### config.mk
export PLATFORM = sky130hd
export DESIGN_NAME = stc_trap_cfg
export DESIGN_NICKNAME = d
export VERILOG_FILES = /design/src/logic/stc_decode.v /design/src/logic/stc_trap_cfg.v
export VERILOG_INCLUDE_DIRS = /design/src /design/src/inc
export SDC_FILE = /design/constraint.sdc
export NUM_CORES = 1
export LEC_CHECK = 0
export BUFFER_PORTS_ARGS = -buffer_cell sky130_fd_sc_hd__buf_2
export CORE_ASPECT_RATIO = 0.9
export CORE_MARGIN = 4
export CORE_UTILIZATION = 51
export DETAILED_ROUTE_END_ITERATION = 16
export GPL_TIMING_DRIVEN = 0
export PLACE_DENSITY = 0.84
export SLEW_MARGIN = 40
export SYNTH_ARGS = -nofsm -noshare
export SYNTH_HDL_FRONTEND = slang
export SYNTH_HIERARCHICAL = 1
export SYNTH_SLANG_ARGS = --single-unit
### constraint.sdc
create_clock -name mclk_in -period 3.1 [get_ports mclk_in]
set_clock_uncertainty 0.2 [all_clocks]
set_input_delay 0.62 -clock mclk_in [delete_from_list [all_inputs] [get_ports mclk_in]]
set_output_delay 0.62 -clock mclk_in [all_outputs]
set_load 0.005 [all_outputs]
### src/inc/stc_defs.vh
`ifndef STC_DEFS_VH
`define STC_DEFS_VH

// ----------------------------------------------------------------------
// register map
// ----------------------------------------------------------------------
`define STC_ADDR_W 8
`define STC_OFFS_CFG1 8'h9A
`define STC_RST_CFG1 32'h00000000
`define STC_RW_MASK 32'h80C7FF8F
`define STC_RST_RDATA 32'h00000000

// ----------------------------------------------------------------------
// field positions
// ----------------------------------------------------------------------
`define STC_PARITY_BIT 31
`define STC_XFER_HI 23
`define STC_XFER_LO 22
`define STC_NEG_HI 18
`define STC_NEG_LO 16
`define STC_HYST_BIT 15
`define STC_BEMF_HI 14
`define STC_BEMF_LO 10
`define STC_CYC_HI 9
`define STC_CYC_LO 7
`define STC_ANG_HI 3
`define STC_ANG_LO 2
`define STC_DIV_HI 1
`define STC_DIV_LO 0

// ----------------------------------------------------------------------
// decoded constants
// ----------------------------------------------------------------------
`define STC_XFER_BASE 5'h03
`define STC_BEMF_STEP 13'h00C8
`define STC_CYC_BASE 5'h02
`define STC_CYC_STEP 5'h03
`define STC_HYST_WIDE 7'h14
`define STC_HYST_NARROW 7'h0A
`define STC_RST_NEG 7'h00
`define STC_RST_BEMF 13'h0000
`define STC_RST_ANG 4'h5
`define STC_RST_DIV 4'h1

`endif

### src/logic/stc_decode.v
`timescale 1ns/1ps
`default_nettype none
`include "stc_defs.vh"

// ----------------------------------------------------------------------
// field decode to working values
// ----------------------------------------------------------------------
module stc_decode (
  input wire [31:0] cfg_in,
  output reg [4:0] xfer_cycles_out,
  output reg signed [6:0] neg_limit_out,
  output reg signed [6:0] hyst_out,
  output reg signed [6:0] pos_limit_out,
  output reg [12:0] bemf_thr_out,
  output reg [4:0] cyc_thr_out,
  output reg [3:0] angle_deg_out,
  output reg [3:0] div_factor_out
);
  reg [2:0] neg_code;
  always @* begin
    neg_code = cfg_in[`STC_NEG_HI:`STC_NEG_LO];
    xfer_cycles_out = `STC_XFER_BASE <<
      cfg_in[`STC_XFER_HI:`STC_XFER_LO];
    case (neg_code)
      3'h0: neg_limit_out = 7'sh00;
      3'h1: neg_limit_out = -7'sd40;
      3'h2: neg_limit_out = -7'sd30;
      3'h3: neg_limit_out = -7'sd20;
      3'h4: neg_limit_out = -7'sd10;
      3'h5: neg_limit_out = 7'sd10;
      3'h6: neg_limit_out = 7'sd20;
      default: neg_limit_out = 7'sd30;
    endcase
    hyst_out = cfg_in[`STC_HYST_BIT] ? `STC_HYST_NARROW :
      `STC_HYST_WIDE;
    pos_limit_out = hyst_out + neg_limit_out;
    bemf_thr_out = `STC_BEMF_STEP *
      {8'h00, cfg_in[`STC_BEMF_HI:`STC_BEMF_LO]};
    cyc_thr_out = `STC_CYC_BASE + `STC_CYC_STEP *
      {2'h0, cfg_in[`STC_CYC_HI:`STC_CYC_LO]};
    case (cfg_in[`STC_ANG_HI:`STC_ANG_LO])
      2'h0: angle_deg_out = 4'h5;
      2'h1: angle_deg_out = 4'h8;
      2'h2: angle_deg_out = 4'hC;
      default: angle_deg_out = 4'hF;
    endcase
    div_factor_out = 4'h1 << cfg_in[`STC_DIV_HI:`STC_DIV_LO];
  end
endmodule
`default_nettype wire

### src/logic/stc_trap_cfg.v
// What this block does
// - the register sits at byte offset 9Ah and resets to all zeros.
// - bits 23-22 pick 3, 6, 12 or 24 open-to-closed transfer cycles.
// - bits 18-16 pick the surge guard negative limit 0,-40..-10,10..30.
// - bit 15 picks hysteresis 20 or 10; positive limit is sum of both.
// - bits 14-10 give back-EMF threshold 200*code; 9-7 give 2+3*code.
// - bits 3-2 pick open-loop crossing angle 5, 8, 12 or 15 degrees.
// - bits 1-0 pick quick launch divider 1, 2, 4 or 8.
`timescale 1ns/1ps
`default_nettype none
`include "stc_defs.vh"

module stc_trap_cfg (
  input wire mclk_in,
  input wire rst_b_in,
  input wire [7:0] addr_in,
  input wire wr_en_in,
  input wire rd_en_in,
  input wire [31:0] wdata_in,
  output reg [31:0] rdata_out,
  output reg [31:0] cfg_out,
  output reg [4:0] open_to_closed_transfer_cycles_out,
  output reg [6:0] surge_guard_negative_limit_out,
  output reg [6:0] surge_guard_hysteresis_out,
  output reg [6:0] surge_guard_positive_limit_out,
  output reg [12:0] spin_detect_backemf_threshold_out,
  output reg [4:0] spin_detect_cycle_threshold_out,
  output reg [3:0] open_loop_crossing_angle_out,
  output reg [3:0] quick_launch_rate_divider_out
);
  // --------------------------------------------------------------------
  // state and wiring
  // --------------------------------------------------------------------
  reg [31:0] cfg_q;
  reg [31:0] cfg_d;
  reg [31:0] rdata_d;
  wire wr_hit;
  wire rd_hit;
  wire [4:0] xfer_d;
  wire [6:0] neg_d;
  wire [6:0] hyst_d;
  wire [6:0] pos_d;
  wire [12:0] bemf_d;
  wire [4:0] cyc_d;
  wire [3:0] ang_d;
  wire [3:0] div_d;

  // --------------------------------------------------------------------
  // levels shown during reset
  // --------------------------------------------------------------------
  localparam [31:0] rdata_rst = `STC_RST_RDATA;
  localparam [31:0] cfg_rst = `STC_RST_CFG1;
  localparam [4:0] xfer_rst = `STC_XFER_BASE;
  localparam [6:0] neg_rst = `STC_RST_NEG;
  localparam [6:0] hyst_rst = `STC_HYST_WIDE;
  localparam [6:0] pos_rst = `STC_HYST_WIDE;
  localparam [12:0] bemf_rst = `STC_RST_BEMF;
  localparam [4:0] cyc_rst = `STC_CYC_BASE;
  localparam [3:0] ang_rst = `STC_RST_ANG;
  localparam [3:0] div_rst = `STC_RST_DIV;

  // --------------------------------------------------------------------
  // address decode
  // --------------------------------------------------------------------
  function addr_hit(input [7:0] addr);
    addr_hit = addr == `STC_OFFS_CFG1;
  endfunction

  assign wr_hit = wr_en_in && addr_hit(addr_in);
  assign rd_hit = rd_en_in && addr_hit(addr_in);

  // --------------------------------------------------------------------
  // write path
  // --------------------------------------------------------------------
  always @* begin
    cfg_d = cfg_q;
    if (wr_hit) begin
      cfg_d = wdata_in;
    end
  end

  always @(posedge mclk_in) begin
    if (!rst_b_in) begin
      cfg_q <= `STC_RST_CFG1;
    end else begin
      cfg_q <= cfg_d;
    end
  end

  // --------------------------------------------------------------------
  // read path
  // --------------------------------------------------------------------
  always @* begin
    rdata_d = rdata_rst;
    if (rd_hit) begin
      rdata_d = cfg_q;
    end
  end

  always @(posedge mclk_in) begin
    if (!rst_b_in) begin
      rdata_out <= rdata_rst;
    end else begin
      rdata_out <= rdata_d;
    end
  end

  // --------------------------------------------------------------------
  // field decode
  // --------------------------------------------------------------------
  stc_decode u_dec (
    .cfg_in(cfg_q),
    .xfer_cycles_out(xfer_d),
    .neg_limit_out(neg_d),
    .hyst_out(hyst_d),
    .pos_limit_out(pos_d),
    .bemf_thr_out(bemf_d),
    .cyc_thr_out(cyc_d),
    .angle_deg_out(ang_d),
    .div_factor_out(div_d)
  );

  // --------------------------------------------------------------------
  // register copy
  // --------------------------------------------------------------------
  always @(posedge mclk_in) begin
    if (!rst_b_in) begin
      cfg_out <= cfg_rst;
    end else begin
      cfg_out <= cfg_q;
    end
  end

  // --------------------------------------------------------------------
  // transfer cycle count
  // --------------------------------------------------------------------
  always @(posedge mclk_in) begin
    if (!rst_b_in) begin
      open_to_closed_transfer_cycles_out <= xfer_rst;
    end else begin
      open_to_closed_transfer_cycles_out <= xfer_d;
    end
  end

  // --------------------------------------------------------------------
  // surge guard negative limit
  // --------------------------------------------------------------------
  always @(posedge mclk_in) begin
    if (!rst_b_in) begin
      surge_guard_negative_limit_out <= neg_rst;
    end else begin
      surge_guard_negative_limit_out <= neg_d;
    end
  end

  // --------------------------------------------------------------------
  // surge guard hysteresis
  // --------------------------------------------------------------------
  always @(posedge mclk_in) begin
    if (!rst_b_in) begin
      surge_guard_hysteresis_out <= hyst_rst;
    end else begin
      surge_guard_hysteresis_out <= hyst_d;
    end
  end

  // --------------------------------------------------------------------
  // surge guard positive limit
  // --------------------------------------------------------------------
  always @(posedge mclk_in) begin
    if (!rst_b_in) begin
      surge_guard_positive_limit_out <= pos_rst;
    end else begin
      surge_guard_positive_limit_out <= pos_d;
    end
  end

  // --------------------------------------------------------------------
  // spin detect back-emf threshold
  // --------------------------------------------------------------------
  always @(posedge mclk_in) begin
    if (!rst_b_in) begin
      spin_detect_backemf_threshold_out <= bemf_rst;
    end else begin
      spin_detect_backemf_threshold_out <= bemf_d;
    end
  end

  // --------------------------------------------------------------------
  // spin detect cycle threshold
  // --------------------------------------------------------------------
  always @(posedge mclk_in) begin
    if (!rst_b_in) begin
      spin_detect_cycle_threshold_out <= cyc_rst;
    end else begin
      spin_detect_cycle_threshold_out <= cyc_d;
    end
  end

  // --------------------------------------------------------------------
  // open loop crossing angle
  // --------------------------------------------------------------------
  always @(posedge mclk_in) begin
    if (!rst_b_in) begin
      open_loop_crossing_angle_out <= ang_rst;
    end else begin
      open_loop_crossing_angle_out <= ang_d;
    end
  end

  // --------------------------------------------------------------------
  // quick launch rate divider
  // --------------------------------------------------------------------
  always @(posedge mclk_in) begin
    if (!rst_b_in) begin
      quick_launch_rate_divider_out <= div_rst;
    end else begin
      quick_launch_rate_divider_out <= div_d;
    end
  end
endmodule
`default_nettype wire

==> results.cfg, run 1 <==
[outcome]
outcome = finished, final reports clean

[place]
routabilityCongestion = 0.862
hpwlAfterDp_mm = 8.47
numPortBuffers = 158
dp_cells = 785

[pwr]
switching_share_pct = 20.0
power_density_nw_per_um2 = 612
p_switching_mw = 0.842
clkPwrFrac_pct = 52.4
p_seq_share_pct = 45.4
intPower_mw = 3.37
combPwrFrac_pct = 2.3
peakVddDrop_mv = 0.574
p_leak_nw = 3.93

[route]
first_pass_iters = 4
viasPerCell = 4.55
num_vias = 3717
initialDrtViolationCount = 121
drc = 0
routed_wl_mm = 11.7
detail-route-antenna-nets = 0
wl_per_cell_um = 14.4

[cts]
clockBufferDepth = 2
cts_made_buffers = 17
clkTransAtPathRegs_ns = 0.06
post_cts.resized_instances = 0
cts_sinks = 148
hold_buffers = 0
cts_setup_buffers = 0
root_buffer = clkbuf_16
clock_latency_ns = 0.41
cts_tree = built
cts-htree-levels = 4

[final_layout]
final_cell_mix = buf_2, dfxtp_1, nand2_1, and2_1, inv_1
drive_gt1_share_pct = 35.2
nets = 753
area_delta_synth_final_pct = 30.7
layout_commonest_cell = buf_2
layout.cells.non_filler = 817
fillCellCount = 730
multiInputGateArea_sq_um = 1870
insertedDiodeCount = 0
final-seq-area_sq_um = 2960

[run]
cap_violations = 0

[worst_setup_path]
start_kind = flip-flop
r2r-end = spin_detect_backemf_threshold_out[11]
crit_path_start = cfg_q[14]
endpoint = spin_detect_backemf_threshold_out[11]
worstSetupPathType = flip-flop to flip-flop
critPathArrivalTime_ns = 2.59
regToRegSetupSlack_ns = 0.62
worstPathRequired_ns = 3.21
end_kind = flip-flop
r2r-start = cfg_q[14]
crit_fanout = 5
reg2regPathDepth = 9

[logic_synthesis]
synth_area_leader_cell = dfxtp_1
netlist.area_leader.share_pct = 56.3
netlist_area_sq_um = 5270
yosys_warnings = 6
synthTopCellsByArea = dfxtp_1, and2_1, ha_1
syn-instance-count = 494
ys.flop_type = dfxtp_1
synth.distinct_cells = 35
synth_edf_count = 0
ys_seq_area_share_pct = 56.3
async_flop_share_pct = 0
synth.ff_latch_count = 148
syn_avg_cell_area_sq_um = 10.7

[grt]
grt_usage_pct = 20.1
grt_pass1_vias = 3947
grt_max_degree = 17
antenna_found_initial = 0
grt_first_pass_wirelength_mm = 18.7
grt_overflow = 0

[floorplanning]
start_util_pct = 53.3
core_sq_um = 9870
die_area_sq_um = 12000
die_height_um = 104
die_x_um = 115
boundaryPins = 160
placementRows = 34

[sta]
setup_violations = 0
fin_tns_setup_ns = 0
hold_violations = 0
tightest_slew_ns = 0.613
fin_crit_ns = 2.48
rsz0062_at_grt = no
relSlewSlack_pct = 59.1
fmax_mhz = 403
maxSlewViolCount = 0
period_share_pct = 80.0

[hold_path]
hp-class = input port to flip-flop
## through the flow
| stage | worst slack [ns] | utilization [%] | total power, mW | area, sq um | hold slack [ns] |
|---|---|---|---|---|---|
| floorplan | 0.824 | - | 2.00 | 5290 | 0.219 |
| global placement | 0.686 | 63.2 | 2.04 | 6240 | 0.228 |
| detailed placement | 0.635 | 63.2 | 2.05 | 6240 | 0.237 |
| CTS | 0.611 | 69.7 | 4.24 | 6880 | 0.226 |
| global route | 0.474 | 69.7 | 4.35 | 6880 | 0.225 |
| finish | 0.619 | 69.7 | 4.21 | 6880 | 0.242 |
## cell families after synthesis
kind of cell,count (synthesis),share of synthesized area (%)
AND/OR/NAND/NOR,168,17.6
flip-flops,148,56.3
buffers and inverters,90,8.67
multiplexers,33,6.30
adder cells (fa/ha/maj),31,7.65
AO/OA/AOI/OAI,13,1.73
XOR/XNOR,10,1.66
other,1,0.0712
## worst min path at each step
| stage | startpoint | end | slack [ns] | cells past startpoint |
|---|---|---|---|---|
| floorplan | cfg_q[24] | cfg_out[24] | 0.22 | 2 |
| global placement | cfg_q[27] | cfg_out[27] | 0.23 | 2 |
| global route | wdata_in[26] | cfg_q[26] | 0.23 | 3 |
| CTS | wdata_in[26] | cfg_q[26] | 0.23 | 3 |
| detailed placement | cfg_q[31] | cfg_out[31] | 0.24 | 2 |
| finish | wdata_in[26] | cfg_q[26] | 0.24 | 3 |
## layer usage
layer,global-route usage (%),vias to the layer above,wire length [um]
li1,-,1866,-
met1,21.8,1713,4730
met2,34.7,117,5880
met3,8.38,21,970
met4,7.38,0,165
met5,0,-,0
## power groups by stage
stage | combinational (mW) | clock (mW) | sequential (mW)
detailed placement | 0.0942 | 0 | 1.95
floorplan | 0.0444 | 0 | 1.95
global placement | 0.0920 | 0 | 1.95
finish | 0.0948 | 2.21 | 1.91
CTS | 0.0952 | 2.23 | 1.91
global route | 0.107 | 2.33 | 1.91
## registers in the layout (all words and copies together), names as in the netlist
signal,count
cfg_out,32
cfg_q,32
open_loop_crossing_angle_out,4
open_to_closed_transfer_cycles_out,5
quick_launch_rate_divider_out,4
rdata_out,32
spin_detect_backemf_threshold_out,13
spin_detect_cycle_threshold_out,5
surge_guard_hysteresis_out,7
surge_guard_negative_limit_out,7
surge_guard_positive_limit_out,7
## cells in the mapped netlist, types with 2 or more instances
master / n
nand2_1: 67
nand3_1: 2
inv_1: 53
xor2_1: 2
and2_2: 16
buf_2: 5
o21ai_0: 3
and4bb_2: 2
nand2b_1: 11
dfxtp_1: 148
buf_4: 16
nor2b_1: 2
fa_1: 2
xnor2_1: 8
clkbuf_1: 9
nor2_1: 4
buf_6: 7
mux2i_1: 32
ha_1: 29
and2_1: 59
a21oi_1: 3
## layout make-up
| type | instances | share of cell area, % |
|---|---|---|
| sequential | 148 | 43.0 |
| multi-input combinational | 263 | 27.2 |
| timing repair buffer | 158 | 11.5 |
| clock buffer | 21 | 6.84 |
| buffer | 37 | 3.74 |
| inverter | 53 | 2.89 |
| clock inverter | 11 | 2.51 |
| tap | 126 | 2.29 |
## worst max-delay path, cell delays in order, from the launching register on
cell and delay [ns]:
dfxtp_1 0.42, ha_1 0.28, ha_1 0.28, ha_1 0.16, inv_1 0.05, fa_1 0.40
o21ai_0 0.20, a21oi_1 0.10, xnor2_1 0.12, and2_1 0.15
No activity file was read; power rests on OpenSTA's default activity.
==> inputs of run 2 (changes only) <==
==> constraint.sdc (replaced) <==
create_clock -name mclk_in -period 2.35 [get_ports mclk_in]
set_clock_uncertainty 0.2 [all_clocks]
set_input_delay 0.47 -clock mclk_in [delete_from_list [all_inputs] [get_ports mclk_in]]
set_output_delay 0.47 -clock mclk_in [all_outputs]
set_load 0.005 [all_outputs]
==> results.cfg, run 2 (synthesis results as in run 1) <==
[outcome]
outcome = finished, final reports clean

[place]
routabilityCongestion = 0.862
hpwlAfterDp_mm = 8.47
numPortBuffers = 158

[route]
wl_per_cell_um = 14.5
detail-route-antenna-nets = 0
drc = 0
num_vias = 3726
viasPerCell = 4.55
first_pass_iters = 4
initialDrtViolationCount = 114
routed_wl_mm = 11.8

[worst_setup_path]
cpPeakStageDelay_ns = 0.38
cp_top_family = adder cells
crit_fanout = 7
worstPathRequired_ns = 2.46
regToRegSetupSlack_ns = 0.09
critPathBufInv = 0
crit_slowest_cell = dfxtp_4
end_kind = flip-flop
start_kind = flip-flop
critPathArrivalTime_ns = 2.37
cp_cell_sequence = or2b_1 -> xnor2_1 -> ha_2 -> fa_2 -> a21o_2 -> a21oi_1 -> xnor2_1 -> and2_1
cp_common_cell = xnor2_1
worstSetupPathType = flip-flop to flip-flop

[pwr]
switching_share_pct = 19.9
p_leak_nw = 3.93
combPwrFrac_pct = 2.3
clkPwrFrac_pct = 52.4
p_seq_share_pct = 45.4
p_switching_mw = 1.11
power_mw = 5.55
power_density_nw_per_um2 = 798
intPower_mw = 4.44
peakVddDrop_mv = 0.759

[grt]
grt_pass1_vias = 3955
grt_overflow = 0
grt_first_pass_wirelength_mm = 18.8
grt_usage_pct = 20.2
antenna_found_initial = 0
grt_max_degree = 17

[cts]
root_buffer = clkbuf_16
cts-htree-levels = 4
cts_made_buffers = 17
clkTransAtPathRegs_ns = 0.06
cts_sinks = 148
clockBufferDepth = 2
clock_latency_ns = 0.42
cts_tree = built

[sta]
fmax_mhz = 443
fin_hold_ws_ns = 0.0855
period_share_pct = 96.1
hold_violations = 0
relSlewSlack_pct = 59.1
fin_crit_ns = 2.26
setup_violations = 0
maxSlewViolCount = 0
tightest_slew_ns = 0.613

[final_layout]
insertedDiodeCount = 0
final_cell_mix = buf_2, dfxtp_1, nand2_1, and2_1, inv_1
largestRegisters = cfg_out: 32 flops, cfg_q: 32 flops, rdata_out: 32 flops
layout_commonest_cell = buf_2
fillCellCount = 716
nets = 755
area_delta_synth_final_pct = 32.1
drive_gt1_share_pct = 37.5

[floorplanning]
die_height_um = 104
die_area_sq_um = 12000
start_util_pct = 53.3
core_sq_um = 9870
placementRows = 34
die_x_um = 115
boundaryPins = 160

[run]
cap_violations = 0

[hold_path]
hp-class = input port to flip-flop
## run 2: worst register-to-register path, stage by stage, from the launching register on
cell and delay, ns:
dfxtp_4 0.38, or2b_1 0.24, xnor2_1 0.16, ha_2 0.22, fa_2 0.35, a21o_2 0.20
a21oi_1 0.17, xnor2_1 0.09, and2_1 0.15
## run 2: what timing repair did
| action | 4_1_cts | 5_1_grt |
|---|---|---|
| setup endpoints to repair | 2 | 4 |
| pin swaps | 0 | 3 |
| hold buffers | 0 | 0 |
| resized for setup | 6 | 12 |
| buffers inserted | 0 | 2 |
## run 2: final cells by class
cell class              count  area (sq um)  share of cell area [%]
flip-flops and latches    148          2980                    42.8
multi-input cells         263          1920                    27.6
repair buffers            160           806                    11.6
clock buffers              21           470                    6.76
plain buffers              37           258                    3.71
inverters                  53           199                    2.86
clock inverters            11           173                    2.48
well taps                 126           158                    2.27
## run 2: final timing paths
path / start / to / depth (start not counted)
min: wdata_in[11] / cfg_q[11] / 3
max: cfg_q[17] / surge_guard_positive_limit_out[5] / 8
min reg2reg: cfg_q[24] / cfg_out[24] / 2
max reg2reg: cfg_q[17] / surge_guard_positive_limit_out[5] / 8
## run 2: power groups by stage
| stage | Combinational (mW) | Clock [mW] | Sequential, mW |
|---|---|---|---|
| floorplan | 0.0586 | 0 | 2.58 |
| global placement | 0.121 | 0 | 2.58 |
| detailed placement | 0.124 | 0 | 2.58 |
| CTS | 0.126 | 2.94 | 2.52 |
| global route | 0.141 | 3.08 | 2.52 |
| finish | 0.125 | 2.91 | 2.52 |
## run 2: metal layers
metal | vias to the layer above | global-route usage [%] | part of all wire, %
li1 | 1873 | - | -
met1 | 1718 | 21.9 | 40
met2 | 118 | 34.8 | 51
met3 | 17 | 8.38 | 8.3
met4 | 0 | 7.38 | 1.2
met5 | - | 0 | 0
## run 2: metrics by stage
step                      cells  instance area [sq um]   TNS, ns  setup WS, ns  utilization, %
final                       819                   6960         0        0.0912            70.5
after CTS                   817                   6890         0       0.00707            69.8
after floorplan             501                   5290         0        0.0738               -
after global placement      785                   6240    -0.126       -0.0641            63.2
after detailed placement    785                   6240    -0.184        -0.115            63.2
after global routing        819                   6960  -0.00439      -0.00439            70.5
==> inputs of run 3 (changes only) <==
--- a/config.mk
+++ b/config.mk
@@ -7,12 +7,13 @@
 export NUM_CORES = 1
 export LEC_CHECK = 0
 export BUFFER_PORTS_ARGS = -buffer_cell sky130_fd_sc_hd__buf_2
-export CORE_ASPECT_RATIO = 0.9
+export CORE_ASPECT_RATIO = 0.6
 export CORE_MARGIN = 4
 export CORE_UTILIZATION = 51
 export DETAILED_ROUTE_END_ITERATION = 16
 export GPL_TIMING_DRIVEN = 0
 export PLACE_DENSITY = 0.84
+export RECOVER_POWER = 100
 export SLEW_MARGIN = 40
 export SYNTH_ARGS = -nofsm -noshare
 export SYNTH_HDL_FRONTEND = slang
==> results.cfg, run 3 (synthesis results as in run 1) <==
[pwr]
power_density_nw_per_um2 = 772
peakVddDrop_mv = 0.605
p_leak_nw = 3.55

[worst_setup_path]
start_kind = flip-flop
crit_fanout = 5
critPathArrivalTime_ns = 2.39
crit_slowest_cell = fa_2
worstPathRequired_ns = 2.45
cpPeakStageDelay_ns = 0.39
cp_top_family = adder cells
end_kind = flip-flop
critPathBufInv = 1
cp_cell_sequence = ha_4 -> ha_4 -> ha_2 -> inv_1 -> fa_2 -> o21ai_2 -> a21oi_2 -> xnor2_1 -> and2_1
worstSetupPathType = flip-flop to flip-flop
cp_common_cell = ha_4

[hold_path]
hp-class = input port to flip-flop

[cts]
root_buffer = clkbuf_16
cts_made_buffers = 17
hold_buffers = 0
clkTransAtPathRegs_ns = 0.06
cts_sinks = 148
clockBufferDepth = 2
clock_latency_ns = 0.41
cts-htree-levels = 4
cts_tree = built

[final_layout]
largestRegisters = cfg_out: 32 flops, cfg_q: 32 flops, rdata_out: 32 flops
layout.cells.non_filler = 827
area_delta_synth_final_pct = 28.9
nets = 754
layout_commonest_cell = dfxtp_1
insertedDiodeCount = 0
final_cell_mix = dfxtp_1, buf_2, clkbuf_1, nand2_1, inv_1
drive_gt1_share_pct = 26.2
postLayoutCoreUtil_pct = 68.2

[grt]
top_usage_layer = met2
grt_max_degree = 17
use_met3_pct = 8.49
antenna_found_initial = 0
gr-usage-met2_pct = 32.4
use_met1_pct = 23.9
grt_usage_pct = 19.8
grt_overflow = 0
grt_pass1_vias = 3808
grt_first_pass_wirelength_mm = 18.5

[sta]
fmax_mhz = 437
maxSlewViolCount = 0
setup_violations = 0
period_share_pct = 97.4
hold_violations = 0
tightest_slew_ns = 0.593
fin_crit_ns = 2.29
fin_hold_ws_ns = 0.0948
relSlewSlack_pct = 60.5

[route]
num_vias = 3699
viasPerCell = 4.47
detail-route-antenna-nets = 0
initialDrtViolationCount = 94
first_pass_iters = 4
routed_wl_mm = 11.7
wl_per_cell_um = 14.1
drc = 0

[outcome]
outcome = finished, final reports clean

[floorplanning]
boundaryPins = 160
core_sq_um = 9950
placementRows = 28
start_util_pct = 52.9
die_area_sq_um = 12100
die_height_um = 86.7
die_x_um = 139

[place]
dp_cells = 794
routabilityCongestion = 0.808
hpwlAfterDp_mm = 8.63
numPortBuffers = 158

[run]
cap_violations = 0
## run 3: changes by cell type in the layout (fill, tap and decap cells not counted), moves of 2 or more
| cell | change |
|---|---|
| buf_6 | -3 |
| clkinv_2 | -2 |
| clkbuf_1 | +77 |
| buf_2 | -75 |
| inv_8 | +2 |
| inv_6 | +2 |
| and2_0 | +17 |
| clkbuf_8 | -3 |
| and2_1 | -17 |
| clkinvlp_4 | +5 |
| bufinv_16 | -3 |
## run 3: worst reg2reg max path, delay by kind of cell, from the launching register on
family / cells / cell delay, ns
flops: 1 / 0.37
xor+xnor: 1 / 0.12
buf+inv: 1 / 0.06
fa+ha+maj: 4 / 1.05
compound gates: 2 / 0.23
simple gates: 1 / 0.15
## run 3: timing repair
| action | in CTS | in global routing |
|---|---|---|
| pin swaps | 0 | 5 |
| hold endpoints to repair | 0 | 0 |
| gates resized for setup | 7 | 11 |
| endpoints found under the setup margin | 2 | 4 |
| setup buffers | 0 | 1 |
## run 3: final timing paths
kind,start,endpoint,slack [ns],cells after the start
worst min-delay path,wdata_in[9],cfg_q[9],0.09,3
worst max-delay path,cfg_q[11],spin_detect_backemf_threshold_out[11],0.06,9
worst min register to register,cfg_q[24],cfg_out[24],0.25,2
worst max register to register,cfg_q[11],spin_detect_backemf_threshold_out[11],0.06,9
## run 3: routing by layer
layer,part of all wire [%],up-vias
met5,0,-
met4,0.62,0
met3,8.4,10
met2,47,116
met1,44,1710
li1,-,1863
## run 3: area by class of cell
class	instances	area [sq um]
Sequential cell	148	2970
Multi-Input combinational cell	263	1930
Timing Repair Buffer	159	711
Clock buffer	17	425
Clock inverter	15	150
Inverter	53	199
Fill cell	793	3160
Buffer	37	229
Tap cell	135	169
## run 3: metrics by stage
step	setup slack, ns	instance area [sq um]	TNS [ns]	power (mW)
floorplan	0.0738	5290	0	2.64
global placement	-0.0690	6250	-0.104	2.70
detailed placement	-0.177	6250	-0.240	2.70
CTS	-0.00447	6840	-0.00447	5.28
global route	-0.0186	6790	-0.0186	5.43
finish	0.0611	6790	0	5.24
## run 3: power breakdown
group / switching (mW) / leakage (nW) / total, mW / internal, mW
Sequential: 0.00322 / 1.20 / 2.52 / 2.52
Combinational: 0.0674 / 2.09 / 0.123 / 0.0559
Clock: 1.11 / 0.263 / 2.60 / 1.49
